### src/core/ext_port_pkg.sv
package ext_port_pkg;
    localparam int CHANNELS       = 2;
    localparam int ADDR_W         = 32;
    localparam int COUNT_W        = 12;
    localparam int MAX_COUNT      = 4095;
    localparam int FIFO_DEPTH     = 8;
    localparam int LEVEL_W        = 4;
    localparam int WFIFO_DEPTH    = 4;
    localparam int WLEVEL_W       = 3;
    localparam int CS_W           = 2;
    localparam int CFG_READ_TICKS = 4;
    localparam logic [31:0] RESET_ADDR = 32'h0;

    typedef enum logic [1:0] {
        SIZE_8  = 2'h0,
        SIZE_16 = 2'h1,
        SIZE_32 = 2'h2
    } item_size_t;

    typedef enum logic [1:0] {
        CFG_IDLE  = 2'h0,
        CFG_READ  = 2'h1,
        CFG_WRITE = 2'h2
    } cfg_state_t;

    function automatic logic [31:0] sizeBytes(input item_size_t s);
        case (s)
            SIZE_8:  sizeBytes = 32'h1;
            SIZE_16: sizeBytes = 32'h2;
            default: sizeBytes = 32'h4;
        endcase
    endfunction : sizeBytes
endpackage : ext_port_pkg

### src/core/read_fifo.sv
`timescale 1ns/1ps
`default_nettype none
module read_fifo
    import ext_port_pkg::*;
#(
    parameter int WIDTH = 32,
    parameter int DEPTH = FIFO_DEPTH,
    parameter int LW    = LEVEL_W
) (
    input  wire logic             clk,
    input  wire logic             rst,
    input  wire logic             flush,
    input  wire logic             inValid,
    input  wire logic [WIDTH-1:0] inData,
    output logic                  inReady,
    output logic                  outValid,
    input  wire logic             outReady,
    output logic [WIDTH-1:0]      outData,
    output logic [LW-1:0]         level
);
    logic [WIDTH-1:0]       mem [DEPTH];
    logic [$clog2(DEPTH)-1:0] wrIdx;
    logic [$clog2(DEPTH)-1:0] rdIdx;
    wire push = inValid && inReady;
    wire pop  = outValid && outReady;

    assign inReady  = (level != LW'(DEPTH));
    assign outValid = (level != '0);
    assign outData  = mem[rdIdx];

    always_ff @(posedge clk or posedge rst) begin
        if (rst) begin
            wrIdx <= '0;
            rdIdx <= '0;
            level <= '0;
        end else if (flush) begin
            wrIdx <= '0;
            rdIdx <= '0;
            level <= '0;
        end else begin
            if (push) wrIdx <= wrIdx + 1'b1;
            if (pop)  rdIdx <= rdIdx + 1'b1;
            level <= level + LW'(push) - LW'(pop);
        end
    end

    always_ff @(posedge clk) begin
        if (push) mem[wrIdx] <= inData;
    end
endmodule : read_fifo
`default_nettype wire

### src/core/ext_parallel_port.sv
`timescale 1ns/1ps
`default_nettype none
module ext_parallel_port
    import ext_port_pkg::*;
(
    input  wire logic                clk,
    input  wire logic                rst,
    input  wire logic                cfgChan,
    input  wire logic                cfgStrobe,
    input  wire item_size_t          cfgSize,
    input  wire logic [ADDR_W-1:0]   cfgAddr,
    input  wire logic                startStrobe,
    input  wire logic                stopStrobe,
    input  wire logic                readChannelSel,
    input  wire logic [COUNT_W-1:0]  itemCount,
    output logic                     extRdReq,
    output logic [ADDR_W-1:0]        extRdAddr,
    output item_size_t               extRdSize,
    input  wire logic                extRdValid,
    input  wire logic [31:0]         extRdData,
    output logic                     fifoValid,
    input  wire logic                fifoPop,
    output logic [31:0]              fifoData,
    output logic [LEVEL_W-1:0]       fifoLevel,
    output logic [COUNT_W-1:0]       remaining0,
    output logic [COUNT_W-1:0]       remaining1,
    input  wire logic                hb16Mode,
    input  wire logic                cfgRdStrobe,
    input  wire logic                cfgWrStrobe,
    input  wire logic [CS_W-1:0]     chipSelectIndex,
    input  wire logic [31:0]         psramCfgValue,
    output logic                     psramCfgRdEn,
    output logic                     psramCfgWrEn,
    output logic [CS_W-1:0]          psramCs,
    output logic [31:0]              psramCfgOut,
    input  wire logic [31:0]         psramCfgIn,
    output logic [31:0]              cfgValueDest,
    input  wire logic                wfifoPush,
    input  wire logic                wfifoPop,
    output logic [WLEVEL_W-1:0]      wfifoFree
);
    logic [ADDR_W-1:0]  addr   [CHANNELS];
    item_size_t         size   [CHANNELS];
    logic [COUNT_W-1:0] remain [CHANNELS];
    logic               busyCh;
    logic               fifoIn;
    logic               fifoReady;
    logic [31:0]        fifoOut;
    logic               fifoOutValid;
    logic [LEVEL_W-1:0] level;
    cfg_state_t         cfgState;
    logic [2:0]         cfgTick;
    logic [WLEVEL_W-1:0] wUsed;

    // Channel 0 wins when both have work; fixed priority, so channel 1 waits until channel 0 has none left
    wire act0 = (remain[0] != '0);
    wire act1 = (remain[1] != '0);
    wire pick = act0 ? 1'b0 : 1'b1;
    wire anyAct = act0 || act1;
    wire validStart = startStrobe && (itemCount != '0);
    // Response dropped if its channel was cancelled meanwhile
    wire accept = extRdReq && extRdValid && (remain[busyCh] != '0);
    wire cancelBusy = stopStrobe && (readChannelSel == busyCh);
    wire [ADDR_W-1:0] nextAddr = addr[busyCh] + sizeBytes(size[busyCh]);
    // One outstanding read; request only while the FIFO has a free slot for it
    wire canIssue = anyAct && fifoReady && !extRdReq;

    always_ff @(posedge clk or posedge rst) begin
        if (rst) begin
            for (int i = 0; i < CHANNELS; i++) begin
                addr[i]   <= RESET_ADDR;
                size[i]   <= SIZE_8;
                remain[i] <= '0;
            end
            extRdReq  <= 1'b0;
            busyCh    <= 1'b0;
            extRdAddr <= '0;
            extRdSize <= SIZE_8;
        end else begin
            if (cfgStrobe) begin
                addr[cfgChan] <= cfgAddr;
                size[cfgChan] <= cfgSize;
            end
            if (accept) begin
                remain[busyCh] <= remain[busyCh] - 1'b1;
                addr[busyCh]   <= nextAddr;
            end
            if (validStart) remain[readChannelSel] <= itemCount;
            if (stopStrobe) remain[readChannelSel] <= '0;
            if (extRdReq && (extRdValid || cancelBusy))
                extRdReq <= 1'b0;
            else if (canIssue) begin
                extRdReq  <= 1'b1;
                busyCh    <= pick;
                extRdAddr <= addr[pick];
                extRdSize <= size[pick];
            end
        end
    end

    assign fifoIn = accept;
    read_fifo #(.WIDTH(32), .DEPTH(FIFO_DEPTH), .LW(LEVEL_W)) rxFifo (
        .clk      (clk),
        .rst      (rst),
        .flush    (1'b0),
        .inValid  (fifoIn),
        .inData   (extRdData),
        .inReady  (fifoReady),
        .outValid (fifoOutValid),
        .outReady (fifoPop && fifoValid),
        .outData  (fifoOut),
        .level    (level)
    );

    // Registered head; valid rests a cycle after a pop while data catches up
    always_ff @(posedge clk or posedge rst) begin
        if (rst) begin
            fifoValid  <= 1'b0;
            fifoData   <= '0;
            fifoLevel  <= '0;
            remaining0 <= '0;
            remaining1 <= '0;
        end else begin
            fifoValid  <= fifoOutValid && !(fifoPop && fifoValid);
            fifoData   <= fifoOut;
            fifoLevel  <= level;
            remaining0 <= remain[0];
            remaining1 <= remain[1];
        end
    end

    // PSRAM configuration access; requests outside 16-bit mode ignored
    always_ff @(posedge clk or posedge rst) begin
        if (rst) begin
            cfgState     <= CFG_IDLE;
            cfgTick      <= '0;
            psramCfgRdEn <= 1'b0;
            psramCfgWrEn <= 1'b0;
            psramCs      <= '0;
            psramCfgOut  <= '0;
            cfgValueDest <= '0;
        end else begin
            case (cfgState)
                CFG_IDLE: begin
                    cfgTick <= '0;
                    if (hb16Mode && cfgRdStrobe) begin
                        cfgState     <= CFG_READ;
                        psramCs      <= chipSelectIndex;
                        psramCfgRdEn <= 1'b1;
                    end else if (hb16Mode && cfgWrStrobe) begin
                        cfgState     <= CFG_WRITE;
                        psramCs      <= chipSelectIndex;
                        psramCfgOut  <= psramCfgValue;
                        psramCfgWrEn <= 1'b1;
                    end
                end
                CFG_READ: begin
                    cfgTick <= cfgTick + 1'b1;
                    if (cfgTick == 3'(CFG_READ_TICKS - 1)) begin
                        cfgValueDest <= psramCfgIn;
                        psramCfgRdEn <= 1'b0;
                        cfgState     <= CFG_IDLE;
                    end
                end
                default: begin
                    psramCfgWrEn <= 1'b0;
                    cfgState     <= CFG_IDLE;
                end
            endcase
        end
    end

    // Write transaction FIFO occupancy
    wire wInc = wfifoPush && (wUsed != WLEVEL_W'(WFIFO_DEPTH));
    wire wDec = wfifoPop && (wUsed != '0);
    always_ff @(posedge clk or posedge rst) begin
        if (rst) begin
            wUsed     <= '0;
            wfifoFree <= WLEVEL_W'(WFIFO_DEPTH);
        end else begin
            wUsed     <= wUsed + WLEVEL_W'(wInc) - WLEVEL_W'(wDec);
            wfifoFree <= WLEVEL_W'(WFIFO_DEPTH) - (wUsed + WLEVEL_W'(wInc)
                         - WLEVEL_W'(wDec));
        end
    end
endmodule : ext_parallel_port
`default_nettype wire

### config.mk
export PLATFORM = sky130hd
export DESIGN_NAME = ext_parallel_port
export DESIGN_NICKNAME = d
export VERILOG_FILES = /design/src/core/ext_port_pkg.sv /design/src/core/read_fifo.sv /design/src/core/ext_parallel_port.sv
export SDC_FILE = /design/constraint.sdc
export NUM_CORES = 1
export LEC_CHECK = 0
export BUFFER_PORTS_ARGS = -buffer_cell sky130_fd_sc_hd__buf_2
export CAP_MARGIN = 30
export CORE_ASPECT_RATIO = 2
export CORE_MARGIN = 3
export CORE_UTILIZATION = 42
export CTS_BUF_LIST = sky130_fd_sc_hd__clkbuf_8 sky130_fd_sc_hd__clkbuf_16
export DETAILED_ROUTE_END_ITERATION = 8
export GPL_ROUTABILITY_DRIVEN = 0
export PLACE_DENSITY = 0.61
export RECOVER_POWER = 50
export SLEW_MARGIN = 15
export SYNTH_ARGS = -nofsm -noshare
export SYNTH_HDL_FRONTEND = slang
export SYNTH_SLANG_ARGS = --single-unit
export TNS_END_PERCENT = 5
### constraint.sdc
create_clock -name clk -period 14.9 [get_ports clk]
set_input_delay 2.98 -clock clk [delete_from_list [all_inputs] [get_ports clk]]
set_output_delay 2.98 -clock clk [all_outputs]
set_load 0.03 [all_outputs]
* Word-level counts from Yosys, hierarchy flattened
Memory sizes are Yosys's and may differ from the RTL's. A register that Yosys moved wholly into a read port is not among the register bits.
Cells that the tools add are included.
** Operators by class
- $add $sub $neg :: 10
- $lt $le $gt $ge :: 7
- Equality and inequality tests :: 11
- Muxes and demuxes :: 54
- Bitwise operators :: 9
- Reduce and logical (&&, ||, !) cells :: 40
** Operators with widths (count)
- $mux W32 :: 8
- $bwmux W64 :: 2
- $mux W64 :: 2
- $mux W24 :: 3
- $demux W32 S1 :: 2
- $mux W12 :: 5
- $bwmux W24 :: 2
- $reduce_bool A12 Y1 :: 4
- $add A32 B32 Y32 :: 1
- $and A24 B24 Y24 :: 1
- $demux W12 S1 :: 2
- $mux W2 :: 12
- $not A24 Y24 :: 1
- $logic_and A1 B1 Y1 :: 18
- $pmux W3 S2 :: 2
- $sub A12 B1 Y12 const B :: 1
- $add A3 B1 Y3 const B :: 3
- $mux W1 :: 9
- $reduce_and A3 Y1 :: 3
- $ge A2 B2 Y1 const B :: 4
- $ne A2 B2 Y1 const B :: 4
- $not A1 Y2 :: 4
- $reduce_and A2 Y1 :: 4
- $lt A2 B1 Y1 const B :: 3
- 21 further kinds :: 31
** Word-level totals
- Flip-flop bits (word level) :: 246
- RAM bits :: 256
- Input port bits :: 158
- Output and inout port bits :: 167
- Logic and storage cells :: 158
- Memories :: 1
** Memory list
- rxFifo.mem :: words 8, bits a word 32, read ports 1, clocked after Yosys merged registers in 1, write ports 1, line read_fifo.sv:21 : logic [WIDTH-1:0] mem [DEPTH];

* Depth between registers and ports, before layout
Gate-level depths: netlist of the first run.
- Word-level depth :: 11
- Depth in mapped cells :: 15
- Depth with buffers taken out :: 11

* Modules after synthesis
A second synthesis of the first run with hierarchy kept.
** Second synthesis, totals
- Cell total of the unflattened synthesis :: 1541
- Area total of the unflattened synthesis :: 22761.8 µm²
** Modules (own cells, without submodules)
- ext_parallel_port :: instances 1, cells each 1095, area each 12376.9 µm², seq. area each 6682.7 µm²
- read_fifo :: instances 1, cells each 446, area each 10385.0 µm², seq. area each 7937.6 µm²

* Least setup slack after synthesis of the first run
OpenSTA, ideal clock, no wires.
- Path type :: input to register
- Start :: in extRdValid
- End :: mem rxFifo.mem[1][0], enable pin
- Setup time :: 0.461 ns
- Arrival time :: 5.893 ns
- Required time :: 14.439 ns
- Path slack :: 8.545 ns
- Stages :: 5
- Buffers on the path :: 0
- Cell sequence :: nand2_1 -> a21oi_1 -> a21boi_1 -> nand2_1 -> nor3_1
** Between the ends
- Word-level cells in the longest chain between the ends :: 5
** RTL lines
- start, declared :: line ext_parallel_port.sv:19 : input wire logic extRdValid,
- $logic_and A1 B1 Y1 (2 in a row) :: line ext_parallel_port.sv:62 : wire accept = extRdReq && extRdValid && (remain[busyCh] != '0);
- $logic_and A1 B1 Y1 :: line read_fifo.sv:24 : wire push = inValid && inReady;
- $mux W1 :: line read_fifo.sv:48 : if (push) mem[wrIdx] <= inData;
- $mux W1 (not written as such) :: line read_fifo.sv:48
- end, declared :: line read_fifo.sv:21
Every way passes these cells.

* Worst setup path after layout of the first run
- Start :: reg remain[12] (netlist name)
- End :: reg extRdAddr[21]
** Between the ends
- Word-level cells in the longest chain between the ends :: 6
- Elaborated cells on any way between the ends :: 10
- Those cells by class :: mux (4); bitwise (1); reduce/logical (5)
** RTL lines
- start, declared :: line ext_parallel_port.sv:44 : logic [COUNT_W-1:0] remain [CHANNELS];
- start signal, assigned by index :: line ext_parallel_port.sv:85 : remain[busyCh] <= remain[busyCh] - 1'b1;
- start signal, assigned by index :: line ext_parallel_port.sv:88 : if (validStart) remain[readChannelSel] <= itemCount;
- $reduce_bool A12 Y1 (*) :: line ext_parallel_port.sv:56 : wire act0 = (remain[0] != '0);
- $mux W1 :: line ext_parallel_port.sv:58 : wire pick = act0 ? 1'b0 : 1'b1;
- $not A1 Y2 (not written as such) :: line ext_parallel_port.sv:95 : extRdAddr <= addr[pick];
- $mux W32 (not written as such) (3 in a row) :: line ext_parallel_port.sv:95
- end signal, assigned :: line ext_parallel_port.sv:95
- end, declared :: line ext_parallel_port.sv:17 : output logic [ADDR_W-1:0] extRdAddr,
Mark *: on every way between the ends. The rest lies on a longest branch, timed or not. The select of a mux whose other input is x is not followed.
A chain may end at the register's enable or synchronous reset.

==> results of run 1 <==
## cell type report
type	instances	area (um^2)
diodes	1	2.502
repair buffers	349	1772
multi-input cells	875	7226
inverters	37	140.1
well taps	660	825.8
fillers	4482	25880
clock buffers	55	1297
clock inverters	32	349.1
flip-flops and latches	533	14620
## worst max-delay path by stage
stage | end | start | slack [ns] | depth (start not counted)
final | extRdAddr[21] | remain[12] | 7.54 | 7
after detailed placement | rxFifo.mem[0][20] | extRdValid | 9.61 | 7
after CTS | rxFifo.mem[0][23] | extRdValid | 10.21 | 7
after floorplan | addr[0] | rst | 4.28 | 1
after global placement | rxFifo.mem[7][20] | extRdValid | 9.36 | 6
after global routing | extRdAddr[2] | remain[12] | 6.71 | 7
## power groups by stage
| stage | Clock, mW | Combinational [mW] | Sequential, mW |
|---|---|---|---|
| after floorplan | 0 | 1.12 | 2.62 |
| after global placement | 0 | 2.08 | 2.27 |
| after detailed placement | 0 | 2.12 | 2.29 |
| after CTS | 1.33 | 2.13 | 2.27 |
| after global routing | 1.38 | 2.28 | 2.32 |
| final | 1.29 | 2.09 | 2.26 |
## cell families after synthesis
kind of cell    synth area share
compound gates           0.06925
xor+xnor                 0.01691
fa+ha+maj                0.01224
buf+inv                  0.02235
flops                     0.6563
mux                       0.1536
simple gates             0.06936
## stage by stage
step                      power, mW  cell area, um^2  setup WS [ns]  instances
after floorplan               3.745            22280          4.285       1524
after global placement        4.358            24610          9.364       2448
after detailed placement      4.412            24690          9.609       2452
after CTS                     5.729            26340          10.21       2539
after global routing          5.978            26240          6.708       2542
final                         5.645            26240          7.538       2542
## sequential cells by signal, indices dropped and copies added (netlist names), 4 cells and up
register / flops
addr: 64
cfgValueDest: 32
extRdAddr: 32
fifoData: 32
fifoLevel: 4
psramCfgOut: 32
remain: 24
remaining0: 12
remaining1: 12
rxFifo.level: 4
rxFifo.mem: 256
size: 4
## routing by layer
metal	track usage	wire length (um)	up-vias
li1	-	-	6341
met1	0.2166	20310	7032
met2	0.3644	30350	488
met3	0.03835	3371	107
met4	0.07841	2163	0
met5	0	0	-
## layout by cell type (no fill, tap or decap), types with 28 or more instances in the layout
cell type  count
dfrtp_1      274
edfxtp_1     256
buf_2        252
nand2_1      118
mux2_2       102
o21ai_0      101
clkbuf_1      80
mux2i_1       73
a21oi_1       67
mux4_2        64
nor2_1        48
clkbuf_16     48
inv_1         47
nand3_1       29
a211oi_1      28
==> summary.txt, run 1 <==
Status
  – Status: complete, but fails checks
  – Failing checks: max-capacitance violations, max-slew violations

Critical path
  – Reg2Reg Capture Point: extRdAddr[21]
  – Critical Path RT: 15.28 ns
  – Worst r2r src: remain[12]
  – Crit path max fanout: 40
  – Crit path DAT: 7.74 ns
  – Worst r2r path cells: 7
  – CP endpoint kind: flip-flop
  – Worst path bufs/invs: 2
  – CP peak stage delay: 3.10 ns
  – Crit start category: flip-flop
  – Family with the most delay on the worst path: compound AO/OA/AOI/OAI gates
  – Worst-path cell chain: or4_1, nor3_1, nand3b_1, clkbuf_1, o21ai_0, clkbuf_1, o21ai_0
  – Crit path kind: flip-flop to flip-flop
  – Worst R2R Setup Slack: 7.54 ns
  – Critical Path Slowest Stage Cell: o21ai_0

Die
  – Width of the die: 168.9 um
  – Die Span Y: 331.7 um
  – Initial Util: 0.4274
  – Io pins: 325
  – Core footprint: 52120 um^2
  – Row count: 118
  – DIE AREA: 56010 um^2

Hold path
  – Hold Path Class: flip-flop to flip-flop
  – Hold path depth: 0
  – WHS Endpoint: fifoLevel[2]
  – Worst Hold Launch: rxFifo.level[2]

Route
  – DRC: 0
  – Initial DRC Count: 897
  – Drt total wl: 56.20 mm
  – Vias: 13968
  – DR pass1 iterations: 6
  – Number of nets with antenna violations after routing: 0
  – Wirelength per Cell: 22.11 um
  – DR vias/cell: 5.495

CTS
  – Clock root cell: clkbuf_16
  – Resize count post-CTS: 0
  – Clk_lat worst skew: 0.58 ns
  – Clock transition at path regs: 0.07 ns
  – Post-CTS Setup Bufs: 0
  – Hold Buf Count CTS: 0
  – Clock Sinks: 533
  – Max clock buf depth: 3
  – CTS tree: built
  – H-tree depth: 2
  – Total CTS buffers: 47

Layout
  – Final core utilization: 0.5034
  – Layout cell share with drive strength beyond 1: 0.2887
  – Final nets: 2021
  – Layout area overhead: 17.76%

Pwr
  – Static leakage: 10.55 nW
  – Sw Share: 0.3780
  – Flop pwr share: 0.401
  – PD cells: 215.2 nW/um^2
  – Clock Power Share: 0.228
  – Internal power: 3.511 mW
  – Worst vdd ir: 0.1305 mV
  – Switching pwr: 2.134 mW
  – Logic pwr share: 0.370

Synthesis
  – Top-area cell type share of the netlist area: 0.3451
  – Top cells by count, synth: 276 x dfrtp_1, 256 x edfxtp_1, 118 x nand2_1
  – Syn Area/Cell: 14.62 um^2
  – Synth area leader: edfxtp_1
  – Yosys synthesis warning count: 0
  – Most used DFF post-synth: dfrtp_1
  – Post-synth EDFFs: 256
  – Synth async-reset ratio: 0.5197
  – Top-count cell post-synth: dfrtp_1
  – Syn_nets: 1702
  – Top cells by area, synth: edfxtp_1 35%, dfrtp_1 31%, mux4_2 6.5%, mux2_2 5.6%, mux2i_1 3.3%
  – #FFs+latches synth: 533
  – Post-synthesis sequential area ratio: 0.6563
  – Mapped Area: 22280 um^2
  – Cells after Synth: 1524
  – Yosys cell types: 73

Timing
  – Rel. slew slack: -2.745
  – Fin Setup TNS: 0 ns
  – Crit share post-route: 0.4941
  – Final Critical Period: 7.362 ns
  – Worst Clk Skew: 0.01906 ns
  – Worst Max-Slew Pin Slew: 5.586 ns
  – Worst hold slack: 0.4035 ns
  – Setup violators final: 0
  – RSZ-0062 raised after global routing: false
  – Fmax: 135.8 MHz
  – Final Hold Viols: 0
  – Final Slew Violations: 378

GRT
  – Vias in the first global route: 14820
  – Initial antenna violation count: 1
  – All-Layer GR Usage: 0.1961
  – Total congestion overflow: 0
  – Largest net degree at the start of global routing: 159
  – First-pass GRT wire length: 85.85 mm

Job
  – Number of max-cap violations: 8

Placement
  – Hpwl dp: 37.39 mm
  – Port-buffer cells: 324
Power figures use the tool's default switching activity.
==> run 2, diff against run 1 <==
--- a/config.mk
+++ b/config.mk
@@ -5,6 +5,7 @@
 export SDC_FILE = /design/constraint.sdc
 export NUM_CORES = 1
 export LEC_CHECK = 0
+export ABC_AREA = 1
 export BUFFER_PORTS_ARGS = -buffer_cell sky130_fd_sc_hd__buf_2
 export CAP_MARGIN = 30
 export CORE_ASPECT_RATIO = 2
@@ -13,7 +14,7 @@
 export CTS_BUF_LIST = sky130_fd_sc_hd__clkbuf_8 sky130_fd_sc_hd__clkbuf_16
 export DETAILED_ROUTE_END_ITERATION = 8
 export GPL_ROUTABILITY_DRIVEN = 0
-export PLACE_DENSITY = 0.61
+export PLACE_DENSITY = 0.63
 export RECOVER_POWER = 50
 export SLEW_MARGIN = 15
 export SYNTH_ARGS = -nofsm -noshare
==> constraint.sdc (replaced) <==
create_clock -name clk -period 6.6 [get_ports clk]
set_input_delay 1.32 -clock clk [delete_from_list [all_inputs] [get_ports clk]]
set_output_delay 1.32 -clock clk [all_outputs]
set_load 0.03 [all_outputs]
==> run 2 against run 1 <==
Net effect: the flow still finishes with violations (max-capacitance violations, max-slew violations); hold slack gained 0.016 ns; synthesized cell count grew 58%; clock-buffer cell count increased by 1; wire length increased by 16%; register-to-register slack got worse by 6.0 ns; final cell count rose by 36%; combinational power grew to 2.8 times the previous value; non-clock buffer count up 3; maximum frequency grew 45%; sequential share of layout area decreased by 2.2 points; sequential power up 130%.
==> summary.txt, run 2 <==
GRT
  – Met2 Use GR: 0.4081 (+0.04371)
  – GRT met1 Usage: 0.2310 (+0.01446)
  – All-Layer GR Usage: 0.2153 (+0.01926)
  – Vias in the first global route: 17766 (+20%)
  – Largest net degree at the start of global routing: 146 (-8.2%)
  – Initial antenna violation count: 5 (+4)
  – Grt peak-use layer: met2
  – Met3 usage: 0.03906 (+0.0007172)
  – First-pass GRT wire length: 99.43 mm (+16%)
  – Total congestion overflow: 0 (unchanged)

Synthesis
  – Synth async-reset ratio: 0.5197 (unchanged)
  – Top cells by area, synth: edfxtp_1 33%, dfrtp_1 30%, nand2_1 11%, o21ai_0 5.5%, nor2_1 4.5%
  – Post-synth EDFFs: 256 (unchanged)
  – Mapped Area: 23350 um^2 (+4.8%)
  – Cells after Synth: 2401 (+58%)
  – Yosys cell types: 53 (-27%)
  – #FFs+latches synth: 533 (unchanged)
  – Top-count cell post-synth: nand2_1
  – Syn Area/Cell: 9.725 um^2 (-33%)
  – Most used DFF post-synth: dfrtp_1
  – Post-synthesis sequential area ratio: 0.6262 (-0.03010)
  – Top cells by count, synth: 696 x nand2_1, 283 x nor2_1, 276 x dfrtp_1
  – Syn_nets: 2579 (+52%)
  – Top-area cell type share of the netlist area: 0.3292 (-0.01583)
  – Synth area leader: edfxtp_1
  – Yosys synthesis warning count: 0 (unchanged)

Timing
  – Worst Clk Skew: 0.02678 ns (+0.007719 ns)
  – Final Slew Violations: 368 (-2.6%)
  – RSZ-0062 raised after global routing: false
  – Fin Setup TNS: 0 ns (unchanged)
  – Final Hold Viols: 0 (unchanged)
  – Crit share post-route: 0.7678 (+0.2737)
  – Fmax: 197.4 MHz (+45%)
  – Worst hold slack: 0.4191 ns (+0.01555 ns)
  – Final Worst Setup Slack: 1.533 ns (-6.005 ns)
  – Setup violators final: 0 (unchanged)
  – Rel. slew slack: -1.263 (+1.482)
  – Worst Max-Slew Pin Slew: 3.394 ns (-2.192 ns)
  – Final Critical Period: 5.067 ns (-2.295 ns)

Layout
  – Multi-input logic area: 7625 um^2 (+5.5%)
  – Layout area overhead: 16.99%
  – Largest regs: rxFifo.mem x256, addr x64
  – Biggest register: rxFifo.mem
  – Commonest non-fill, non-tap cell in the layout: nand2_1
  – Fillers: 4992 (+11%)
  – FF+latch area: 14630 um^2 (about the same)
  – Final nets: 2863 (+42%)
  – Layout cell share with drive strength beyond 1: 0.1765 (-0.1122)
  – Max reg flops: 256 (unchanged)
  – Commonest cells after routing, fill and taps aside: 694 x nand2_1, 289 x buf_2, 275 x nor2_1, 274 x dfrtp_1, 257 x o21ai_0

Critical path
  – Reg2Reg Capture Point: fifoData[24]
  – CP peak stage delay: 2.38 ns (-0.72 ns)
  – Worst path bufs/invs: 3 (+1)
  – Crit start category: flip-flop
  – CP endpoint kind: flip-flop
  – Family with the most delay on the worst path: buffers and inverters
  – Critical Path Slowest Stage Cell: clkbuf_1
  – Crit path DAT: 5.51 ns (-2.23 ns)
  – Worst R2R Setup Slack: 1.53 ns (-6.01 ns)
  – Worst r2r src: rxFifo.rdIdx[1]
  – Worst-path cell chain: clkbuf_1, inv_2, buf_4, o21ai_0, o22ai_1, nor2_1, a31oi_1
  – Critical Path RT: 7.04 ns (-8.24 ns)
  – Worst r2r path cells: 7 (unchanged)
  – Crit path max fanout: 66 (+65%)
  – Crit path kind: flip-flop to flip-flop

Hold path
  – Hold Path Class: flip-flop to flip-flop
  – WHS Endpoint: fifoLevel[1]
  – Hold path depth: 0 (unchanged)
  – Worst Hold Launch: rxFifo.level[1]

Placement
  – Hpwl dp: 44.89 mm (+20%)
  – Port-buffer cells: 324 (unchanged)
  – DP Worst Slack: 2.317 ns (-7.293 ns)

Die
  – Die Span Y: 339.4 um (+2.3%)
  – Initial Util: 0.4272 (about the same)
  – DIE AREA: 58630 um^2 (+4.7%)
  – Width of the die: 172.7 um (+2.3%)
  – Core footprint: 54650 um^2 (+4.9%)
  – Io pins: 325 (unchanged)
  – Row count: 121 (+2.5%)

Pwr
  – Worst vdd ir: 0.3469 mV (+170%)
  – PD cells: 506.6 nW/um^2 (+140%)
  – Static leakage: 12.16 nW (+15%)

CTS
  – Post-CTS Setup Bufs: 0 (unchanged)
  – Clock transition at path regs: 0.07 ns (about the same)
  – Clk_lat worst skew: 0.61 ns (+0.03 ns)
  – Clock Sinks: 533 (unchanged)
  – Max clock buf depth: 3 (unchanged)
  – CTS tree: built
  – Resize count post-CTS: 0 (unchanged)
  – Clock root cell: clkbuf_16
  – H-tree depth: 2 (unchanged)
  – Hold Buf Count CTS: 0 (unchanged)
  – Total CTS buffers: 48 (+2.1%)

Route
  – Vias: 17885 (+28%)
  – Drt total wl: 64.93 mm (+16%)
  – DRC: 0 (unchanged)
  – Initial DRC Count: 1166 (+30%)
  – Number of nets with antenna violations after routing: 0 (unchanged)
  – DR pass1 iterations: 8 (+2)
  – DR vias/cell: 5.160 (-6.1%)
  – Wirelength per Cell: 18.73 um (-15%)

Status
  – Status: complete, but fails checks
  – Failing checks: max-capacitance violations, max-slew violations

Job
  – Number of max-cap violations: 5 (-3)
[run 2: changes by cell type after synthesis, moves of 60 or more]
cell,change
mux2i_1,-60
mux4_2,-64
nand2_1,+578
nor2_1,+229
inv_1,+111
mux2_2,-107
o21ai_0,+157
[run 2: worst max path at each step]
stage / slack (ns) / from / end / cells past startpoint
after CTS: 2.32 / busyCh / rxFifo.mem[2][16] / 13
after global placement: 2.40 / busyCh / rxFifo.mem[0][26] / 13
after global routing: 1.11 / rxFifo.rdIdx[1] / fifoData[25] / 7
after floorplan: 1.62 / rst / addr[0] / 1
final: 1.53 / rxFifo.rdIdx[1] / fifoData[24] / 7
after detailed placement: 2.32 / busyCh / rxFifo.mem[2][22] / 13
[run 2: layer usage]
metal,up-vias,routed length [um]
met5,-,33
met1,8578,23410
met3,144,3805
met4,4,3046
li1,8543,-
met2,616,34640
[run 2: area by class of cell]
cell class                 count  share of cell area
inverter                     155             0.02134
tap                          738             0.03380
timing repair buffer         352             0.06930
sequential                   533              0.5354
clock buffer                  56             0.04842
antenna                        3           0.0002748
multi-input combinational   1595              0.2791
clock inverter                34             0.01232
[run 2: cells by family after synthesis]
| logic type | share of synthesized area |
|---|---|
| multiplexers | 0.007502 |
| XOR/XNOR | 0.01120 |
| flip-flops | 0.6262 |
| buffers and inverters | 0.05027 |
| AND/OR/NAND/NOR | 0.1918 |
| AO/OA/AOI/OAI | 0.1013 |
| adder cells (fa/ha/maj) | 0.01168 |
[run 2: through the flow]
stage               instances  cell area (um^2)  total power [mW]    util
floorplan                2401             23350             9.185       -
global placement         3364             25550             10.86  0.4675
detailed placement       3372             25720             11.01  0.4706
CTS                      3462             27380             13.97  0.5010
global route             3463             27310             14.77  0.4997
finish                   3466             27320             13.84  0.4998
[run 2: where the power goes]
part           internal, mW  total, mW  leakage (nW)  switching (mW)
registers              4.49       5.11          5.68           0.612
clock network          1.64       2.90         0.873            1.26
logic                  1.71       5.83          5.60            4.13
total                  7.84       13.8          12.2            6.00
==> run 3, diff against run 2 <==
==> constraint.sdc (replaced) <==
create_clock -name clk -period 4.5 [get_ports clk]
set_input_delay 0.9 -clock clk [delete_from_list [all_inputs] [get_ports clk]]
set_output_delay 0.9 -clock clk [all_outputs]
set_load 0.03 [all_outputs]
==> run 3 against run 2 <==
Net effect: first-iteration DRC count rose by 7.2%; sequential share of layout area is 0.14 points higher; power is 47% higher; sequential power up 47%; the flow still finishes with violations (max-capacitance violations, max-slew violations); maximum frequency up 45%; sequential cell count unchanged; critical path type unchanged; critical path depth grew 8; via count down 0.27%; core utilization down 0.13 points; combinational power up 46%; non-clock buffer count grew 4; wire length decreased by 0.65%.
==> summary.txt, run 3 (synthesis gave the netlist of run 2 again) <==
Layout
  – Biggest register: rxFifo.mem
  – Commonest non-fill, non-tap cell in the layout: nand2_1
  – Layout cell share with drive strength beyond 1: 0.1669 (-0.009603)
  – Multi-input logic area: 7620 um^2 (about the same)
  – Final nets: 2866 (+0.10%)
  – Non-Filler Instances: 3466 (unchanged)
  – Final core utilization: 0.4985 (-0.001305)
  – Commonest cells after routing, fill and taps aside: 696 x nand2_1, 275 x nor2_1, 273 x dfrtp_1, 257 x o21ai_0, 256 x edfxtp_1
  – FF+latch area: 14630 um^2 (about the same)
  – Largest regs: rxFifo.mem x256, addr x64
  – Max reg flops: 256 (unchanged)
  – Fillers: 5006 (+0.28%)
  – Layout area overhead: 16.69%

Critical path
  – Crit path kind: flip-flop to flip-flop
  – Crit start category: flip-flop
  – Critical Path RT: 4.73 ns (-2.31 ns)
  – CP endpoint kind: flip-flop
  – Crit path from: busyCh
  – Crit path DAT: 3.72 ns (-1.79 ns)
  – Crit path max fanout: 37 (-44%)
  – Worst r2r src: busyCh
  – Worst R2R Setup Slack: 1.01 ns (-0.53 ns)

GRT
  – All-Layer GR Usage: 0.2161 (+0.0007867)
  – Total congestion overflow: 0 (unchanged)
  – Initial antenna violation count: 6 (+1)
  – First-pass GRT wire length: 100.1 mm (+0.63%)
  – Largest net degree at the start of global routing: 98 (-33%)
  – Vias in the first global route: 17970 (+1.1%)

CTS
  – Clock root cell: clkbuf_16
  – Resize count post-CTS: 0 (unchanged)
  – Post-CTS Setup Bufs: 0 (unchanged)
  – CTS tree: built
  – Total CTS buffers: 47 (-2.1%)
  – Clk_lat worst skew: 0.60 ns (about the same)
  – H-tree depth: 2 (unchanged)
  – Clock Sinks: 533 (unchanged)
  – Max clock buf depth: 3 (unchanged)
  – Hold Buf Count CTS: 0 (unchanged)
  – Clock transition at path regs: 0.07 ns (about the same)

Placement
  – Hpwl dp: 44.76 mm (-0.29%)
  – Port-buffer cells: 324 (unchanged)
  – DP Cell Count: 3375 (+0.089%)

Die
  – Initial Util: 0.4272 (unchanged)
  – DIE AREA: 58630 um^2 (unchanged)
  – Row count: 121 (unchanged)
  – Core footprint: 54650 um^2 (unchanged)
  – Die Span Y: 339.4 um (unchanged)
  – Width of the die: 172.7 um (unchanged)
  – Io pins: 325 (unchanged)

Timing
  – Final Slew Violations: 93 (-75%)
  – RSZ-0062 raised after global routing: false
  – Fmax: 286.2 MHz (+45%)
  – Rel. slew slack: -0.06342 (+1.199)
  – Final Hold Viols: 0 (unchanged)
  – Worst Clk Skew: 0.03330 ns (+0.006523 ns)
  – Final Critical Period: 3.494 ns (-1.573 ns)
  – Setup violators final: 0 (unchanged)
  – Worst Max-Slew Pin Slew: 1.586 ns (-1.808 ns)
  – Crit share post-route: 0.7764 (+0.008630)

Route
  – Vias: 17836 (-0.27%)
  – DR pass1 iterations: 5 (-3)
  – Initial DRC Count: 1250 (+7.2%)
  – Drt total wl: 64.51 mm (-0.65%)
  – Wirelength per Cell: 18.61 um (-0.65%)
  – Number of nets with antenna violations after routing: 0 (unchanged)
  – DRC: 0 (unchanged)
  – DR vias/cell: 5.146 (-0.27%)

Job
  – Number of max-cap violations: 2 (-3)

Pwr
  – PD cells: 745.2 nW/um^2 (+47%)
  – Static leakage: 12.04 nW (-0.92%)
  – Worst vdd ir: 0.5262 mV (+52%)

Status
  – Failing checks: max-capacitance violations, max-slew violations
  – Status: complete, but fails checks

Hold path
  – Worst Hold Launch: rxFifo.level[2]
  – Hold Path Class: flip-flop to flip-flop
==> run 3: cell count changes in the layout (fill, tap and decap cells not counted), sizes merged <==
cell	change
clkbuf	+29
buf	-27
inv	-5
bufinv	+2
clkinv	+1
clkinvlp	+1
diode	-1
==> run 3: path summary, 6_finish.rpt <==
| kind | to | cells after the start |
|---|---|---|
| worst max-delay path | rxFifo.mem[1][24] | 15 |
| worst min-delay path | fifoLevel[2] | 0 |
| worst max register to register | rxFifo.mem[1][24] | 15 |
| worst min register to register | fifoLevel[2] | 0 |
| max in group asynchronous | psramCfgOut[20] | 3 |
| min in group asynchronous | rxFifo.rdIdx[0] | 2 |
==> run 3: power breakdown <==
part | total [mW] | switching (mW) | internal [mW]
clock | 4.28 | 1.83 | 2.44
sequential | 7.49 | 0.894 | 6.59
combinational | 8.54 | 6.09 | 2.45
total | 20.3 | 8.81 | 11.5
==> run 3: stage by stage <==
step | TNS (ns) | cell area [um^2] | power, mW | setup WS [ns] | hold slack, ns
floorplan | -17.81 | 23350 | 13.47 | -0.06453 | 0.3537
global placement | 0 | 25650 | 16.00 | 1.056 | 0.3733
detailed placement | 0 | 25660 | 16.19 | 0.9981 | 0.3705
CTS | 0 | 27320 | 20.53 | 0.9847 | 0.4135
global route | 0 | 27240 | 21.69 | 0.7491 | 0.4250
finish | 0 | 27240 | 20.30 | 1.006 | 0.4120
==> run 3: cell type report <==
cell class              count  area share
clock buffers              54     0.04670
diodes                      2   0.0001837
flip-flops and latches    533      0.5369
clock inverters            33     0.01405
repair buffers            356     0.06723
inverters                 155     0.02140
multi-input cells        1595      0.2797
well taps                 738     0.03389
==> run 3: routing by layer <==
layer  up-vias  wire length, um  track usage
met5         -               65            0
met4         8             3368       0.1072
met3       173             3819      0.03794
met2       636            34130       0.4073
met1      8483            23120       0.2300
li1       8536                -            -
==> run 3: critical path: stages, from the launching register on <==
cell and delay (ns):
dfrtp_2 0.59, buf_4 0.44, nand2_1 0.10, nand2_1 0.10, inv_1 0.04, ha_1 0.20
nand3_1 0.13, nor2_2 0.07, nand3_1 0.12, nor2_1 0.07, nor2_2 0.13, nand2_1 0.12
inv_2 0.11, nand2_1 0.24, nor2_4 0.15, buf_4 0.47
